===== config.mk =====
export PLATFORM = sky130hd
export DESIGN_NAME = rpsp_panel
export DESIGN_NICKNAME = d
export VERILOG_FILES = /design/src/pkg/rpsp_pkg.sv /design/src/design/rpsp_panel.sv
export VERILOG_INCLUDE_DIRS = /design/src /design/src/pkg
export SDC_FILE = /design/constraint.sdc
export NUM_CORES = 1
export LEC_CHECK = 0
export BUFFER_PORTS_ARGS = -buffer_cell sky130_fd_sc_hd__buf_2
export CAP_MARGIN = 20
export CORE_MARGIN = 4
export CORE_UTILIZATION = 55
export DETAILED_ROUTE_END_ITERATION = 6
export MAX_ROUTING_LAYER = met4
export PLACE_DENSITY = 0.89
export SLEW_MARGIN = 20
export SYNTH_ARGS = -nofsm -noshare
export SYNTH_HDL_FRONTEND = slang
export SYNTH_SLANG_ARGS = --single-unit

===== constraint.sdc =====
create_clock -name CLK -period 3.7 [get_ports CLK]
set_input_delay 0.37 -clock CLK [delete_from_list [all_inputs] [get_ports CLK]]
set_output_delay 0.37 -clock CLK [all_outputs]
set_load 0.005 [all_outputs]

===== src/pkg/rpsp_map.svh =====
// Purpose: Register offsets, defaults, ranges and timing for the receiver parameter setup panel.
// Assumes: 25 MHz CLK, APB register access with 32-bit data.
// Notes: Threshold and barrier number values are held as two BCD digits, tens in the upper nibble; enables as single bits.
// Summary of operation
// - Selector 5 adjusts the masking threshold, applied on both sides of the stored installation level.
// - At adjustment positions, tens and units indicators light when each switch equals the stored digit; at 0, 1, 2, D and E both stay dark.
// - Store button replaces the selected parameter with the dialled two-digit value.
// - Masking threshold accepts 05 to 80, default 60.
// - A lower masking threshold lets a smaller field change raise masking alarm.
// - Storing the prealarm threshold sets both prealarm thresholds to one value.
// - Selector 6 adjusts higher prealarm threshold, range 05 to 80, default 15.
// - Selector 7 adjusts higher alarm threshold, range 05 to 80, default 30.
// - Selector 8 sets barrier number 01 to 99; 00 means 100, the default.
// - The barrier number is the receiver's unique address on the shared bus.
// - Selector 9 sets monitor threshold, default 15; exceeding it starts recording.
// - Selector B sets battery test enable: 00 off, 01 on, default off.
// - Selector C sets prealarm save enable: 01 records, 00 suppresses, default 00.
// - Selector F sets balanced-line enable: 01 on, 00 off, default off.
// - Selector 0 and store button commit all parameters to non-volatile storage.
// - Installation reference is the AGC level and channel captured at acquisition.
`ifndef RPSP_MAP_SVH
`define RPSP_MAP_SVH
`define RPSP_OFF_CTRL      8'h00
`define RPSP_OFF_STATUS    8'h04
`define RPSP_OFF_MASK      8'h08
`define RPSP_OFF_PARAM_A   8'h0C
`define RPSP_OFF_PARAM_B   8'h10
`define RPSP_OFF_PARAM_C   8'h14
`define RPSP_OFF_REF       8'h18
`define RPSP_OFF_NV_A      8'h1C
`define RPSP_OFF_NV_B      8'h20
`define RPSP_OFF_NV_C      8'h24
`define RPSP_CTRL_LOCK     0
`define RPSP_DEF_MASKING   8'h60
`define RPSP_DEF_PREALARM  8'h15
`define RPSP_DEF_ALARM     8'h30
`define RPSP_DEF_BUS       8'h00
`define RPSP_DEF_MONITOR   8'h15
`define RPSP_THR_MIN       7'h05
`define RPSP_THR_MAX       7'h50
`define RPSP_CLK_HZ        25000000
`define RPSP_DEBOUNCE_MS   20
`define RPSP_DEBOUNCE_CYC  (`RPSP_DEBOUNCE_MS * (`RPSP_CLK_HZ / 1000))
`endif


===== src/pkg/rpsp_pkg.sv =====
// Purpose: Types shared by the receiver parameter setup panel.
// Assumes: Nothing beyond standard SystemVerilog.
// Notes: Selector codes follow the panel's printed positions.
package rpsp_pkg;
   typedef logic [7:0] rpsp_bcd_t;
   typedef enum logic [3:0] {
      RPSP_SEL_COMMIT   = 4'h0,
      RPSP_SEL_ALIGN    = 4'h1,
      RPSP_SEL_ACQUIRE  = 4'h2,
      RPSP_SEL_PREALARM = 4'h3,
      RPSP_SEL_ALARM    = 4'h4,
      RPSP_SEL_MASKING  = 4'h5,
      RPSP_SEL_HI_PRE   = 4'h6,
      RPSP_SEL_HI_ALARM = 4'h7,
      RPSP_SEL_BUS      = 4'h8,
      RPSP_SEL_MONITOR  = 4'h9,
      RPSP_SEL_HI_MON   = 4'hA,
      RPSP_SEL_BATTERY  = 4'hB,
      RPSP_SEL_PRE_SAVE = 4'hC,
      RPSP_SEL_SPARE_D  = 4'hD,
      RPSP_SEL_SPARE_E  = 4'hE,
      RPSP_SEL_BAL_LINE = 4'hF
   } rpsp_sel_t;
   typedef struct packed {
      rpsp_bcd_t masking;
      rpsp_bcd_t prealarm;
      rpsp_bcd_t hi_prealarm;
      rpsp_bcd_t alarm;
      rpsp_bcd_t hi_alarm;
      rpsp_bcd_t bus_number;
      rpsp_bcd_t monitor;
      rpsp_bcd_t hi_monitor;
      logic      battery_test;
      logic      prealarm_save;
      logic      balanced_line;
   } rpsp_params_t;
   typedef struct packed {
      logic [7:0] agc_level;
      logic [7:0] channel;
   } rpsp_ref_t;
   typedef struct packed {
      logic capture;
      logic record_start;
      logic masking_alarm;
      logic commit;
      logic store_rejected;
      logic store_accepted;
   } rpsp_events_t;
endpackage


===== src/design/rpsp_panel.sv =====
// Purpose: Parameter setup panel of the barrier receiver with APB register access.
// Assumes: Switch, button and field inputs are synchronous to CLK.
// Notes: CE low freezes every flip-flop of the block.
`timescale 1ns/1ps
`default_nettype none
`include "rpsp_map.svh"
module rpsp_panel #(
   parameter int unsigned DEBOUNCE_CYCLES = `RPSP_DEBOUNCE_CYC
) (
   input  wire logic        CLK,
   input  wire logic        NRST,
   input  wire logic        CE,
   input  wire logic        PSEL,
   input  wire logic        PENABLE,
   input  wire logic        PWRITE,
   input  wire logic [7:0]  PADDR,
   input  wire logic [31:0] PWDATA,
   output logic      [31:0] PRDATA,
   output logic             PREADY,
   output logic             PSLVERR,
   input  wire logic [3:0]  FUNCTION_SELECTOR,
   input  wire logic [3:0]  TENS_DIGIT_SWITCH,
   input  wire logic [3:0]  UNITS_DIGIT_SWITCH,
   input  wire logic        STORE_BUTTON,
   input  wire logic [7:0]  INSTALLATION_AGC_LEVEL,
   input  wire logic [7:0]  CHANNEL_NUMBER,
   input  wire logic [7:0]  ABS_FIELD_LEVEL,
   input  wire logic [7:0]  REST_FIELD_LEVEL,
   output logic             TENS_MATCH_INDICATOR,
   output logic             UNITS_MATCH_INDICATOR,
   output logic [6:0]       BARRIER_ADDRESS,
   output logic             SIDE_TARGET_DISCRIMINATION,
   output logic             MASKING_ALARM,
   output logic             RECORD_START,
   output logic             BATTERY_TEST_EN,
   output logic             PREALARM_SAVE_EN,
   output logic             BALANCED_LINE_EN,
   output logic             NV_WRITE,
   output logic             IRQ
);

   localparam int unsigned DB_W = (DEBOUNCE_CYCLES > 1) ? $clog2(DEBOUNCE_CYCLES + 1) : 1;

   // Converts a two-digit BCD value to binary.
   function automatic logic [6:0] bcd2bin(input rpsp_pkg::rpsp_bcd_t b);
      logic [6:0] t;
      t = 7'(b[7:4]) * 7'h0A;
      return 7'(t + 7'(b[3:0]));
   endfunction

   // Checks a dialled value against the range of the selected parameter.
   function automatic logic in_range(input logic [3:0] sel, input rpsp_pkg::rpsp_bcd_t b);
      logic [6:0] v;
      logic       ok;
      v  = bcd2bin(b);
      ok = 1'b0;
      if ((b[7:4] <= 4'h9) && (b[3:0] <= 4'h9)) begin
         unique case (sel)
            4'h3, 4'h4, 4'h5, 4'h6, 4'h7, 4'h9, 4'hA: begin
               ok = (v >= `RPSP_THR_MIN) && (v <= `RPSP_THR_MAX);
            end
            4'h8: begin
               ok = 1'b1;
            end
            4'hB, 4'hC, 4'hF: begin
               ok = (b == 8'h00) || (b == 8'h01);
            end
            default: begin
               ok = 1'b0;
            end
         endcase
      end
      return ok;
   endfunction

   // Returns the stored value of the parameter at a selector position.
   function automatic rpsp_pkg::rpsp_bcd_t stored_of(input logic [3:0] sel,
                                                     input rpsp_pkg::rpsp_params_t p);
      rpsp_pkg::rpsp_bcd_t r;
      r = 8'h00;
      unique case (sel)
         4'h3:    r = p.prealarm;
         4'h4:    r = p.alarm;
         4'h5:    r = p.masking;
         4'h6:    r = p.hi_prealarm;
         4'h7:    r = p.hi_alarm;
         4'h8:    r = p.bus_number;
         4'h9:    r = p.monitor;
         4'hA:    r = p.hi_monitor;
         4'hB:    r = {7'h00, p.battery_test};
         4'hC:    r = {7'h00, p.prealarm_save};
         4'hF:    r = {7'h00, p.balanced_line};
         default: r = 8'h00;
      endcase
      return r;
   endfunction

   // Saturating window of a reference level widened by a threshold.
   function automatic logic outside(input logic [7:0] lvl, input logic [7:0] ref_lvl,
                                    input logic [6:0] lo_thr, input logic [6:0] hi_thr);
      logic [8:0] hi;
      logic [8:0] lo;
      hi = 9'(ref_lvl) + 9'(hi_thr);
      lo = 9'(lvl) + 9'(lo_thr);
      return (9'(lvl) > hi) || (lo < 9'(ref_lvl));
   endfunction

   rpsp_pkg::rpsp_params_t params_r;
   rpsp_pkg::rpsp_params_t nv_r;
   rpsp_pkg::rpsp_ref_t    ref_r;
   rpsp_pkg::rpsp_events_t ev;
   rpsp_pkg::rpsp_events_t status_r;
   rpsp_pkg::rpsp_events_t mask_r;
   rpsp_pkg::rpsp_bcd_t    dialled;
   rpsp_pkg::rpsp_bcd_t    stored;
   logic [DB_W-1:0]        db_cnt_r;
   logic                   btn_stable_r;
   logic                   btn_prev_r;
   logic                   press;
   logic                   lock_r;
   logic                   value_ok;
   logic                   mask_cond;
   logic                   rec_cond;
   logic                   rec_prev_r;
   logic                   apb_access;
   logic                   apb_write;
   logic [31:0]            rdata_nxt;
   logic                   err_nxt;

   assign dialled    = {TENS_DIGIT_SWITCH, UNITS_DIGIT_SWITCH};
   assign stored     = stored_of(FUNCTION_SELECTOR, params_r);
   assign value_ok   = in_range(FUNCTION_SELECTOR, dialled);
   assign apb_access = PSEL && PENABLE && !PREADY;
   assign apb_write  = apb_access && PWRITE;

   // Debounces the store button and yields one pulse per press.
   always_ff @(posedge CLK or negedge NRST) begin
      if (!NRST) begin
         db_cnt_r     <= '0;
         btn_stable_r <= 1'b0;
         btn_prev_r   <= 1'b0;
      end else if (CE) begin
         btn_prev_r <= btn_stable_r;
         if (STORE_BUTTON == btn_stable_r) begin
            db_cnt_r <= '0;
         end else if (db_cnt_r >= DB_W'(DEBOUNCE_CYCLES - 1)) begin
            db_cnt_r     <= '0;
            btn_stable_r <= STORE_BUTTON;
         end else begin
            db_cnt_r <= db_cnt_r + 1'b1;
         end
      end
   end

   assign press = btn_stable_r && !btn_prev_r && !lock_r;

   // Applies a press to the parameter selected on the panel.
   always_ff @(posedge CLK or negedge NRST) begin
      if (!NRST) begin
         params_r.masking       <= `RPSP_DEF_MASKING;
         params_r.prealarm      <= `RPSP_DEF_PREALARM;
         params_r.hi_prealarm   <= `RPSP_DEF_PREALARM;
         params_r.alarm         <= `RPSP_DEF_ALARM;
         params_r.hi_alarm      <= `RPSP_DEF_ALARM;
         params_r.bus_number    <= `RPSP_DEF_BUS;
         params_r.monitor       <= `RPSP_DEF_MONITOR;
         params_r.hi_monitor    <= `RPSP_DEF_MONITOR;
         params_r.battery_test  <= 1'b0;
         params_r.prealarm_save <= 1'b0;
         params_r.balanced_line <= 1'b0;
      end else if (CE && press && value_ok) begin
         unique case (FUNCTION_SELECTOR)
            4'h3: begin
               params_r.prealarm    <= dialled;
               params_r.hi_prealarm <= dialled;
            end
            4'h4: params_r.alarm         <= dialled;
            4'h5: params_r.masking       <= dialled;
            4'h6: params_r.hi_prealarm   <= dialled;
            4'h7: params_r.hi_alarm      <= dialled;
            4'h8: params_r.bus_number    <= dialled;
            4'h9: params_r.monitor       <= dialled;
            4'hA: params_r.hi_monitor    <= dialled;
            4'hB: params_r.battery_test  <= dialled[0];
            4'hC: params_r.prealarm_save <= dialled[0];
            4'hF: params_r.balanced_line <= dialled[0];
            default: params_r <= params_r;
         endcase
      end
   end

   // Captures the installation reference during acquisition.
   always_ff @(posedge CLK or negedge NRST) begin
      if (!NRST) begin
         ref_r <= '0;
      end else if (CE && press && (FUNCTION_SELECTOR == 4'h2)) begin
         ref_r.agc_level <= INSTALLATION_AGC_LEVEL;
         ref_r.channel   <= CHANNEL_NUMBER;
      end
   end

   // Commits the working set to the non-volatile image.
   always_ff @(posedge CLK or negedge NRST) begin
      if (!NRST) begin
         nv_r     <= '0;
         NV_WRITE <= 1'b0;
      end else if (CE) begin
         NV_WRITE <= press && (FUNCTION_SELECTOR == 4'h0);
         if (press && (FUNCTION_SELECTOR == 4'h0)) begin
            nv_r <= params_r;
         end
      end
   end

   // Drives the match indicators and the parameter outputs.
   always_ff @(posedge CLK or negedge NRST) begin
      if (!NRST) begin
         TENS_MATCH_INDICATOR       <= 1'b0;
         UNITS_MATCH_INDICATOR      <= 1'b0;
         BARRIER_ADDRESS            <= 7'h64;
         SIDE_TARGET_DISCRIMINATION <= 1'b0;
         BATTERY_TEST_EN            <= 1'b0;
         PREALARM_SAVE_EN           <= 1'b0;
         BALANCED_LINE_EN           <= 1'b0;
      end else if (CE) begin
         if (FUNCTION_SELECTOR inside {4'h0, 4'h1, 4'h2, 4'hD, 4'hE}) begin
            TENS_MATCH_INDICATOR  <= 1'b0;
            UNITS_MATCH_INDICATOR <= 1'b0;
         end else begin
            TENS_MATCH_INDICATOR  <= (TENS_DIGIT_SWITCH == stored[7:4]);
            UNITS_MATCH_INDICATOR <= (UNITS_DIGIT_SWITCH == stored[3:0]);
         end
         if (params_r.bus_number == 8'h00) begin
            BARRIER_ADDRESS <= 7'h64;
         end else begin
            BARRIER_ADDRESS <= bcd2bin(params_r.bus_number);
         end
         SIDE_TARGET_DISCRIMINATION <=
            (bcd2bin(params_r.hi_prealarm) > bcd2bin(params_r.prealarm)) &&
            (bcd2bin(params_r.hi_alarm) > bcd2bin(params_r.alarm));
         BATTERY_TEST_EN  <= params_r.battery_test;
         PREALARM_SAVE_EN <= params_r.prealarm_save;
         BALANCED_LINE_EN <= params_r.balanced_line;
      end
   end

   // Evaluates the masking window and the monitor window.
   assign mask_cond = outside(ABS_FIELD_LEVEL, ref_r.agc_level,
                              bcd2bin(params_r.masking), bcd2bin(params_r.masking));
   assign rec_cond  = outside(ABS_FIELD_LEVEL, REST_FIELD_LEVEL,
                              bcd2bin(params_r.monitor), bcd2bin(params_r.hi_monitor));

   always_ff @(posedge CLK or negedge NRST) begin
      if (!NRST) begin
         MASKING_ALARM <= 1'b0;
         RECORD_START  <= 1'b0;
         rec_prev_r    <= 1'b0;
      end else if (CE) begin
         MASKING_ALARM <= mask_cond;
         rec_prev_r    <= rec_cond;
         RECORD_START  <= rec_cond && !rec_prev_r;
      end
   end

   assign ev.store_accepted = press && value_ok;
   assign ev.store_rejected = press && !value_ok &&
                              !(FUNCTION_SELECTOR inside {4'h0, 4'h2});
   assign ev.commit         = press && (FUNCTION_SELECTOR == 4'h0);
   assign ev.masking_alarm  = mask_cond && !MASKING_ALARM;
   assign ev.record_start   = rec_cond && !rec_prev_r;
   assign ev.capture        = press && (FUNCTION_SELECTOR == 4'h2);

   // Holds sticky events; a new event wins over a write-one clear.
   always_ff @(posedge CLK or negedge NRST) begin
      if (!NRST) begin
         status_r <= '0;
      end else if (CE) begin
         if (apb_write && (PADDR == `RPSP_OFF_STATUS)) begin
            status_r <= (status_r & ~PWDATA[5:0]) | ev;
         end else begin
            status_r <= status_r | ev;
         end
      end
   end

   // Holds the control and mask registers and the interrupt line.
   always_ff @(posedge CLK or negedge NRST) begin
      if (!NRST) begin
         lock_r <= 1'b0;
         mask_r <= '0;
         IRQ    <= 1'b0;
      end else if (CE) begin
         if (apb_write && (PADDR == `RPSP_OFF_CTRL)) begin
            lock_r <= PWDATA[`RPSP_CTRL_LOCK];
         end
         if (apb_write && (PADDR == `RPSP_OFF_MASK)) begin
            mask_r <= PWDATA[5:0];
         end
         IRQ <= |(status_r & mask_r);
      end
   end

   // Decodes reads and unmapped addresses.
   always_comb begin
      rdata_nxt = 32'h0000_0000;
      err_nxt   = 1'b0;
      unique case (PADDR)
         `RPSP_OFF_CTRL:    rdata_nxt = {31'h0, lock_r};
         `RPSP_OFF_STATUS:  rdata_nxt = {26'h0, status_r};
         `RPSP_OFF_MASK:    rdata_nxt = {26'h0, mask_r};
         `RPSP_OFF_PARAM_A: rdata_nxt = {params_r.hi_alarm, params_r.alarm,
                                         params_r.hi_prealarm, params_r.prealarm};
         `RPSP_OFF_PARAM_B: rdata_nxt = {params_r.hi_monitor, params_r.monitor,
                                         params_r.bus_number, params_r.masking};
         `RPSP_OFF_PARAM_C: rdata_nxt = {29'h0, params_r.balanced_line,
                                         params_r.prealarm_save, params_r.battery_test};
         `RPSP_OFF_REF:     rdata_nxt = {16'h0, ref_r};
         `RPSP_OFF_NV_A:    rdata_nxt = {nv_r.hi_alarm, nv_r.alarm,
                                         nv_r.hi_prealarm, nv_r.prealarm};
         `RPSP_OFF_NV_B:    rdata_nxt = {nv_r.hi_monitor, nv_r.monitor,
                                         nv_r.bus_number, nv_r.masking};
         `RPSP_OFF_NV_C:    rdata_nxt = {29'h0, nv_r.balanced_line,
                                         nv_r.prealarm_save, nv_r.battery_test};
         default:           err_nxt   = 1'b1;
      endcase
   end

   // Answers each access one cycle after its access phase begins.
   always_ff @(posedge CLK or negedge NRST) begin
      if (!NRST) begin
         PREADY  <= 1'b0;
         PRDATA  <= 32'h0000_0000;
         PSLVERR <= 1'b0;
      end else if (CE) begin
         PREADY  <= apb_access;
         PSLVERR <= apb_access && err_nxt;
         if (apb_access && !PWRITE && !err_nxt) begin
            PRDATA <= rdata_nxt;
         end else begin
            PRDATA <= 32'h0000_0000;
         end
      end
   end

endmodule
`default_nettype wire


== Word-level counts from Yosys, hierarchy flattened ==
Index checks and enable logic that the tools add are counted.

* $add $sub $neg: 14
* $mul: 9
* Div/mod/pow operators: 0
* Magnitude comparators: 11
* Equal/unequal tests: 28
* Shift-type cells: 0
* Muxes and demuxes: 12
* Bitwise logic cells: 6
* Reductions and logical operators: 61

{| class="wikitable"
|+ Operators by type and width
! operator !! count
|-
| case mux 32 bit (10 select lines) || 1
|-
| case mux 8 bit (11 select lines) || 1
|-
| adder 7 x 4 -> 7 bit || 9
|-
| multiplier 4 x 3 -> 6 bit, second input constant || 9
|-
| two-way mux 19 bit || 2
|-
| adder 8 x 7 -> 9 bit || 4
|-
| == test 4 bit, second input constant || 8
|-
| == test 8 x 5 -> 1 bit, second input constant || 4
|-
| two-way mux 32 bit || 1
|-
| AND reduction 2 bit || 14
|-
| logical AND 1 bit || 24
|-
| logical NOT 8 bit || 3
|-
| adder 19 x 1 -> 19 bit, second input constant || 1
|-
| >= comparator 19 bit, second input constant || 1
|-
| greater-than comparator 8 x 9 -> 1 bit || 2
|-
| less-than comparator 9 x 8 -> 1 bit || 2
|-
| == test 4 x 3 -> 1 bit, second input constant || 4
|-
| == test 8 x 4 -> 1 bit, second input constant || 2
|-
| == test 8 x 6 -> 1 bit, second input constant || 2
|-
| greater-than comparator 7 bit || 2
|-
| bitwise AND 6 bit || 2
|-
| OR 6 bit || 2
|-
| OR reduction 10 bit || 1
|-
| == test 4 x 2 -> 1 bit, second input constant || 2
|-
| 24 further kinds || 38
|}

* Bits in registers: 236
* Bits in latches: 0
* Bits in writable memories: 0
* Memory bits (read-only): 0
* Word-level logic and storage cells: 196
* Memories kept: 0

== Logic depth before layout (Yosys ltp) ==
* Depth in word-level cells: 11
* Gate-level depth with buffers: 18
* Gate-level depth less buffers: 18

== Least setup slack after synthesis ==
OpenSTA, ideal clock, no wires.

* Path type: reg-to-reg
* Start point: register params_r[8] (netlist bit)
* End point: register RECORD_START
* Library setup time: 0.064 ns
* Arrival: 3.696 ns
* Required time: 3.636 ns
* Slack: -0.061 ns
* Stages on the path, launching flop included: 18
* Clock period less this slack: 3.761 ns
* Cell sequence: dfrtp_1 > ha_1 > ha_1 > fa_1 > xnor2_1 > ha_1 > or2_2 > a21oi_1 > a21oi_1 > xnor2_1 > ha_1 > nand3_1 > nor2_1 > a22o_1 > a31o_2 > o32a_1 > nor3_1 > a21o_1

* Longest elaborated chain between the ends: 6

{| class="wikitable"
|+ Ends and longest elaborated chain
! item !! RTL line !! RTL
|-
| start: declaration || rpsp_panel.sv:108 || <nowiki>rpsp_pkg::rpsp_params_t params_r;</nowiki>
|-
| start signal: assignment || rpsp_panel.sv:187 || <nowiki>default: params_r <= params_r;</nowiki>
|-
| multiplier 4 x 3 -> 6 bit || rpsp_panel.sv:47 || <nowiki>t = 7'(b[7:4]) * 7'h0A;</nowiki>
|-
| adder 7 x 4 -> 7 bit || rpsp_panel.sv:48 || <nowiki>return 7'(t + 7'(b[3:0]));</nowiki>
|-
| adder 8 x 7 -> 9 bit || rpsp_panel.sv:103 || <nowiki>hi = 9'(ref_lvl) + 9'(hi_thr);</nowiki>
|-
| greater-than comparator 8 x 9 -> 1 bit || rpsp_panel.sv:105 || <nowiki>return (9'(lvl) > hi) || (lo < 9'(ref_lvl));</nowiki>
|-
| logical OR 1 bit || rpsp_panel.sv:105 ||
|-
| logical AND 1 bit || rpsp_panel.sv:261 || <nowiki>RECORD_START <= rec_cond && !rec_prev_r;</nowiki>
|-
| end signal: assignment || rpsp_panel.sv:261 ||
|-
| end: declaration || rpsp_panel.sv:34 || <nowiki>output logic RECORD_START,</nowiki>
|}

Every way passes these cells.
A chain may end at the register's enable or synchronous reset.

== Final worst setup path ==
* Start point: register params_r[15] (netlist bit)
* End point: register RECORD_START

* Longest elaborated chain between the ends: 6

{| class="wikitable"
|+ Ends and longest elaborated chain
! item !! RTL line !! RTL
|-
| multiplier 4 x 3 -> 6 bit || rpsp_panel.sv:47 ||
|-
| adder 7 x 4 -> 7 bit || rpsp_panel.sv:48 ||
|-
| adder 8 x 7 -> 9 bit || rpsp_panel.sv:104 || <nowiki>lo = 9'(lvl) + 9'(lo_thr);</nowiki>
|-
| less-than comparator 9 x 8 -> 1 bit || rpsp_panel.sv:105 ||
|-
| logical OR 1 bit || rpsp_panel.sv:105 ||
|-
| logical AND 1 bit || rpsp_panel.sv:261 ||
|}

Every way passes these cells.

==> flow_summary.json <==
{
  "final.setup.worst_slack_ns": -0.132,
  "grt_first_pass_wirelength_um": 71600,
  "intPower_mw": 4.29,
  "p_sw_frac": 0.245,
  "cts_max_level": 1,
  "power.density_nw_per_um2": 323,
  "wl_um": 46000,
  "ys_types": 79,
  "num_vias": 12600,
  "core-area_um2": 27000,
  "crit_type": "flip-flop to flip-flop",
  "fmaxAchievable_mhz": 261,
  "maxSlewViolCount": 0,
  "peakVddDrop_v": 0.000335,
  "fin_setup_tns_ns": -0.406,
  "drtIter0Drc": 1591,
  "async_flop_share": 1.00,
  "grt_max_degree": 109,
  "drive_gt1_frac": 0.301,
  "worst_slew_pin_slew_ns": 0.886,
  "cp-start-kind": "flip-flop",
  "dp.cells": 1868,
  "final_common_cell": "dfrtp_1",
  "netlist_area_um2": 15000,
  "antenna_found_initial": 3,
  "gr-usage-all-layers": 0.304,
  "design.portCount": 142,
  "hold_viol": 0,
  "clkTransAtPathRegs_ns": 0.06,
  "fp.dieH_um": 173,
  "grt_pass1_vias": 13000,
  "syn_to_final_growth_pct": 16.8,
  "clk_latency_ns": 0.55,
  "synthCells": 1395,
  "drc_errors": 0,
  "detail_route.wl_per_cell_um": 23.9,
  "p_clk_frac": 0.454,
  "drv_cap": 0,
  "rsz0062_at_grt": "yes",
  "leakagePower_nw": 8.70,
  "final_cell_mix": "215 x dfrtp_1, 144 x mux2_2, 120 x ha_1",
  "gp_congestion": 0.981,
  "finClkSkew_ns": 0.0137,
  "cts_sinks": 236,
  "firstDrtPassIters": 6,
  "status": "complete, but fails checks",
  "yosys_register_bits": 236,
  "end_kind": "flip-flop",
  "dpl.hpwl_um": 32600,
  "netSwitchingPower_mw": 1.39,
  "max_slew_margin": 0.401,
  "post-route-period-util": 1.04,
  "min_period_ns": 3.83,
  "antenna_left": 0,
  "cp_max_fo": 3,
  "syn_nets": 1637,
  "worstPathArrival_ns": 4.32,
  "timing.hold.ws_ns": 0.0582,
  "p_comb_frac": 0.087,
  "r2r_slack_ns": -0.13,
  "finalNonFillerCells": 1923,
  "cp.required_ns": 4.18,
  "ys_seq_area_frac": 0.394,
  "root_buffer": "clkbuf_16",
  "synth_area_per_cell_um2": 10.8,
  "cts_tree": "yes",
  "io_buffers": 115,
  "overflow": 0,
  "start_util": 0.558,
  "via_per_inst": 6.53,
  "synth_edf_count": 0,
  "ys.flop_type": "dfrtp_1",
  "hp-class": "input pin to flip-flop",
  "cts_buffers": 25,
  "violations": "negative setup slack",
  "yosysWarnings": 0,
  "rows": 60,
  "setup-violations-final": 5,
  "dp_worst_setup_slack_ns": -0.273,
  "clk_path_buf_depth": 3,
  "nets": 1802,
  "die_w_um": 173,
  "die_area_um2": 30100,
  "p_seq_frac": 0.459
}
-- flip-flops by register name (all words and copies together), names as in the netlist, 6 cells and up --
signal,flops
params_r,67
status_r,6
db_cnt_r,19
nv_r,67
BARRIER_ADDRESS,7
PRDATA,32
mask_r,6
ref_r,16
-- per-layer routing --
layer	global-route usage	up-vias	wire length (µm)
li1	-	5507	-
met1	0.377	6162	17900
met5	-	-	0
met2	0.479	679	21400
met3	0.0497	203	3630
met4	0.166	0	3010
-- critical path: stages (launching register included) --
cell and delay (ns):
dfstp_2 0.58, ha_1 0.29, ha_4 0.26, a21oi_2 0.17, xnor2_1 0.09, ha_1 0.33
o21a_1 0.16, o31a_1 0.24, a21oi_2 0.05, ha_1 0.31, a21o_1 0.17, a211oi_2 0.19
o21ai_1 0.09, o211a_1 0.14, o32a_1 0.42, nor3_2 0.17, a21o_1 0.10
-- repair_timing --
| action | 4_1_cts | 5_1_grt |
|---|---|---|
| pin swaps | 23 | 30 |
| hold buffers | 1 | 0 |
| gates resized for setup | 20 | 32 |
| buffers inserted | 1 | 4 |
| endpoints found under the setup margin | 5 | 5 |
| endpoints found under the hold margin | 89 | 0 |
-- cells in the mapped netlist (all sizes together), types with 33 or more instances --
cell    number  share of area
dfrtp      215           0.36
mux2       160           0.12
ha         129           0.11
a21oi       86          0.029
nand2       81          0.020
a21o        58          0.029
o21ai       58          0.019
xnor2       54          0.031
clkbuf      53          0.013
inv         53          0.013
nor2        52          0.013
a222oi      33          0.022
-- power by group through the flow --
| stage | registers, mW | clock network (mW) | logic [mW] |
|---|---|---|---|
| 2_1_floorplan | 2.65 | 0 | 0.241 |
| 3_3_place_gp | 2.65 | 0 | 0.449 |
| 3_5_place_dp | 2.65 | 0 | 0.468 |
| 4_1_cts | 2.60 | 2.61 | 0.478 |
| 5_1_grt | 2.60 | 2.71 | 0.535 |
| 6_report | 2.60 | 2.58 | 0.493 |
-- area by class of cell --
cell class | instances | area, µm²
fill | 1979 | 9390
multi-input combinational | 1042 | 8880
sequential | 236 | 5930
timing repair buffer | 202 | 1270
clock buffer | 40 | 782
tap | 341 | 427
inverter | 53 | 199
clock inverter | 6 | 70.1
antenna | 3 | 7.51
-- kinds of logic after synthesis --
logic type / count (synthesis) / share of synthesized area
DFF: 236 / 0.394
muxes: 170 / 0.129
xor gates and xnor gates: 77 / 0.0448
buffers and inverters: 117 / 0.0311
and+or+nand+nor: 291 / 0.101
adders and majority gates: 151 / 0.137
AOI/OAI and AO/OA: 353 / 0.163
-- worst paths after layout --
path / startpoint / to / cells past startpoint
hold / removal: CHANNEL_NUMBER[7] / ref_r[7]$_DFFE_PN0P_ / 2
setup / recovery: params_r[15]$_DFFE_PN1P_ / RECORD_START$_DFFE_PN0P_ / 16
setup reg to reg: params_r[15]$_DFFE_PN1P_ / RECORD_START$_DFFE_PN0P_ / 16
min in group asynchronous: NRST / PRDATA[1]$_DFFE_PN0P_ / 2
max in group asynchronous: NRST / params_r[32]$_DFFE_PN1P_ / 3
hold reg to reg: PRDATA[8]$_DFFE_PN0P_ / PRDATA[8]$_DFFE_PN0P_ / 1
-- per-stage QoR --
step	total power, mW	utilization	cell area (µm²)
after floorplan	2.89	-	15100
after global placement	3.10	0.610	16400
after detailed placement	3.12	0.610	16400
after CTS	5.69	0.645	17400
after global routing	5.85	0.652	17600
final	5.68	0.652	17600
Note: power is estimated with default switching activity, not from simulation.
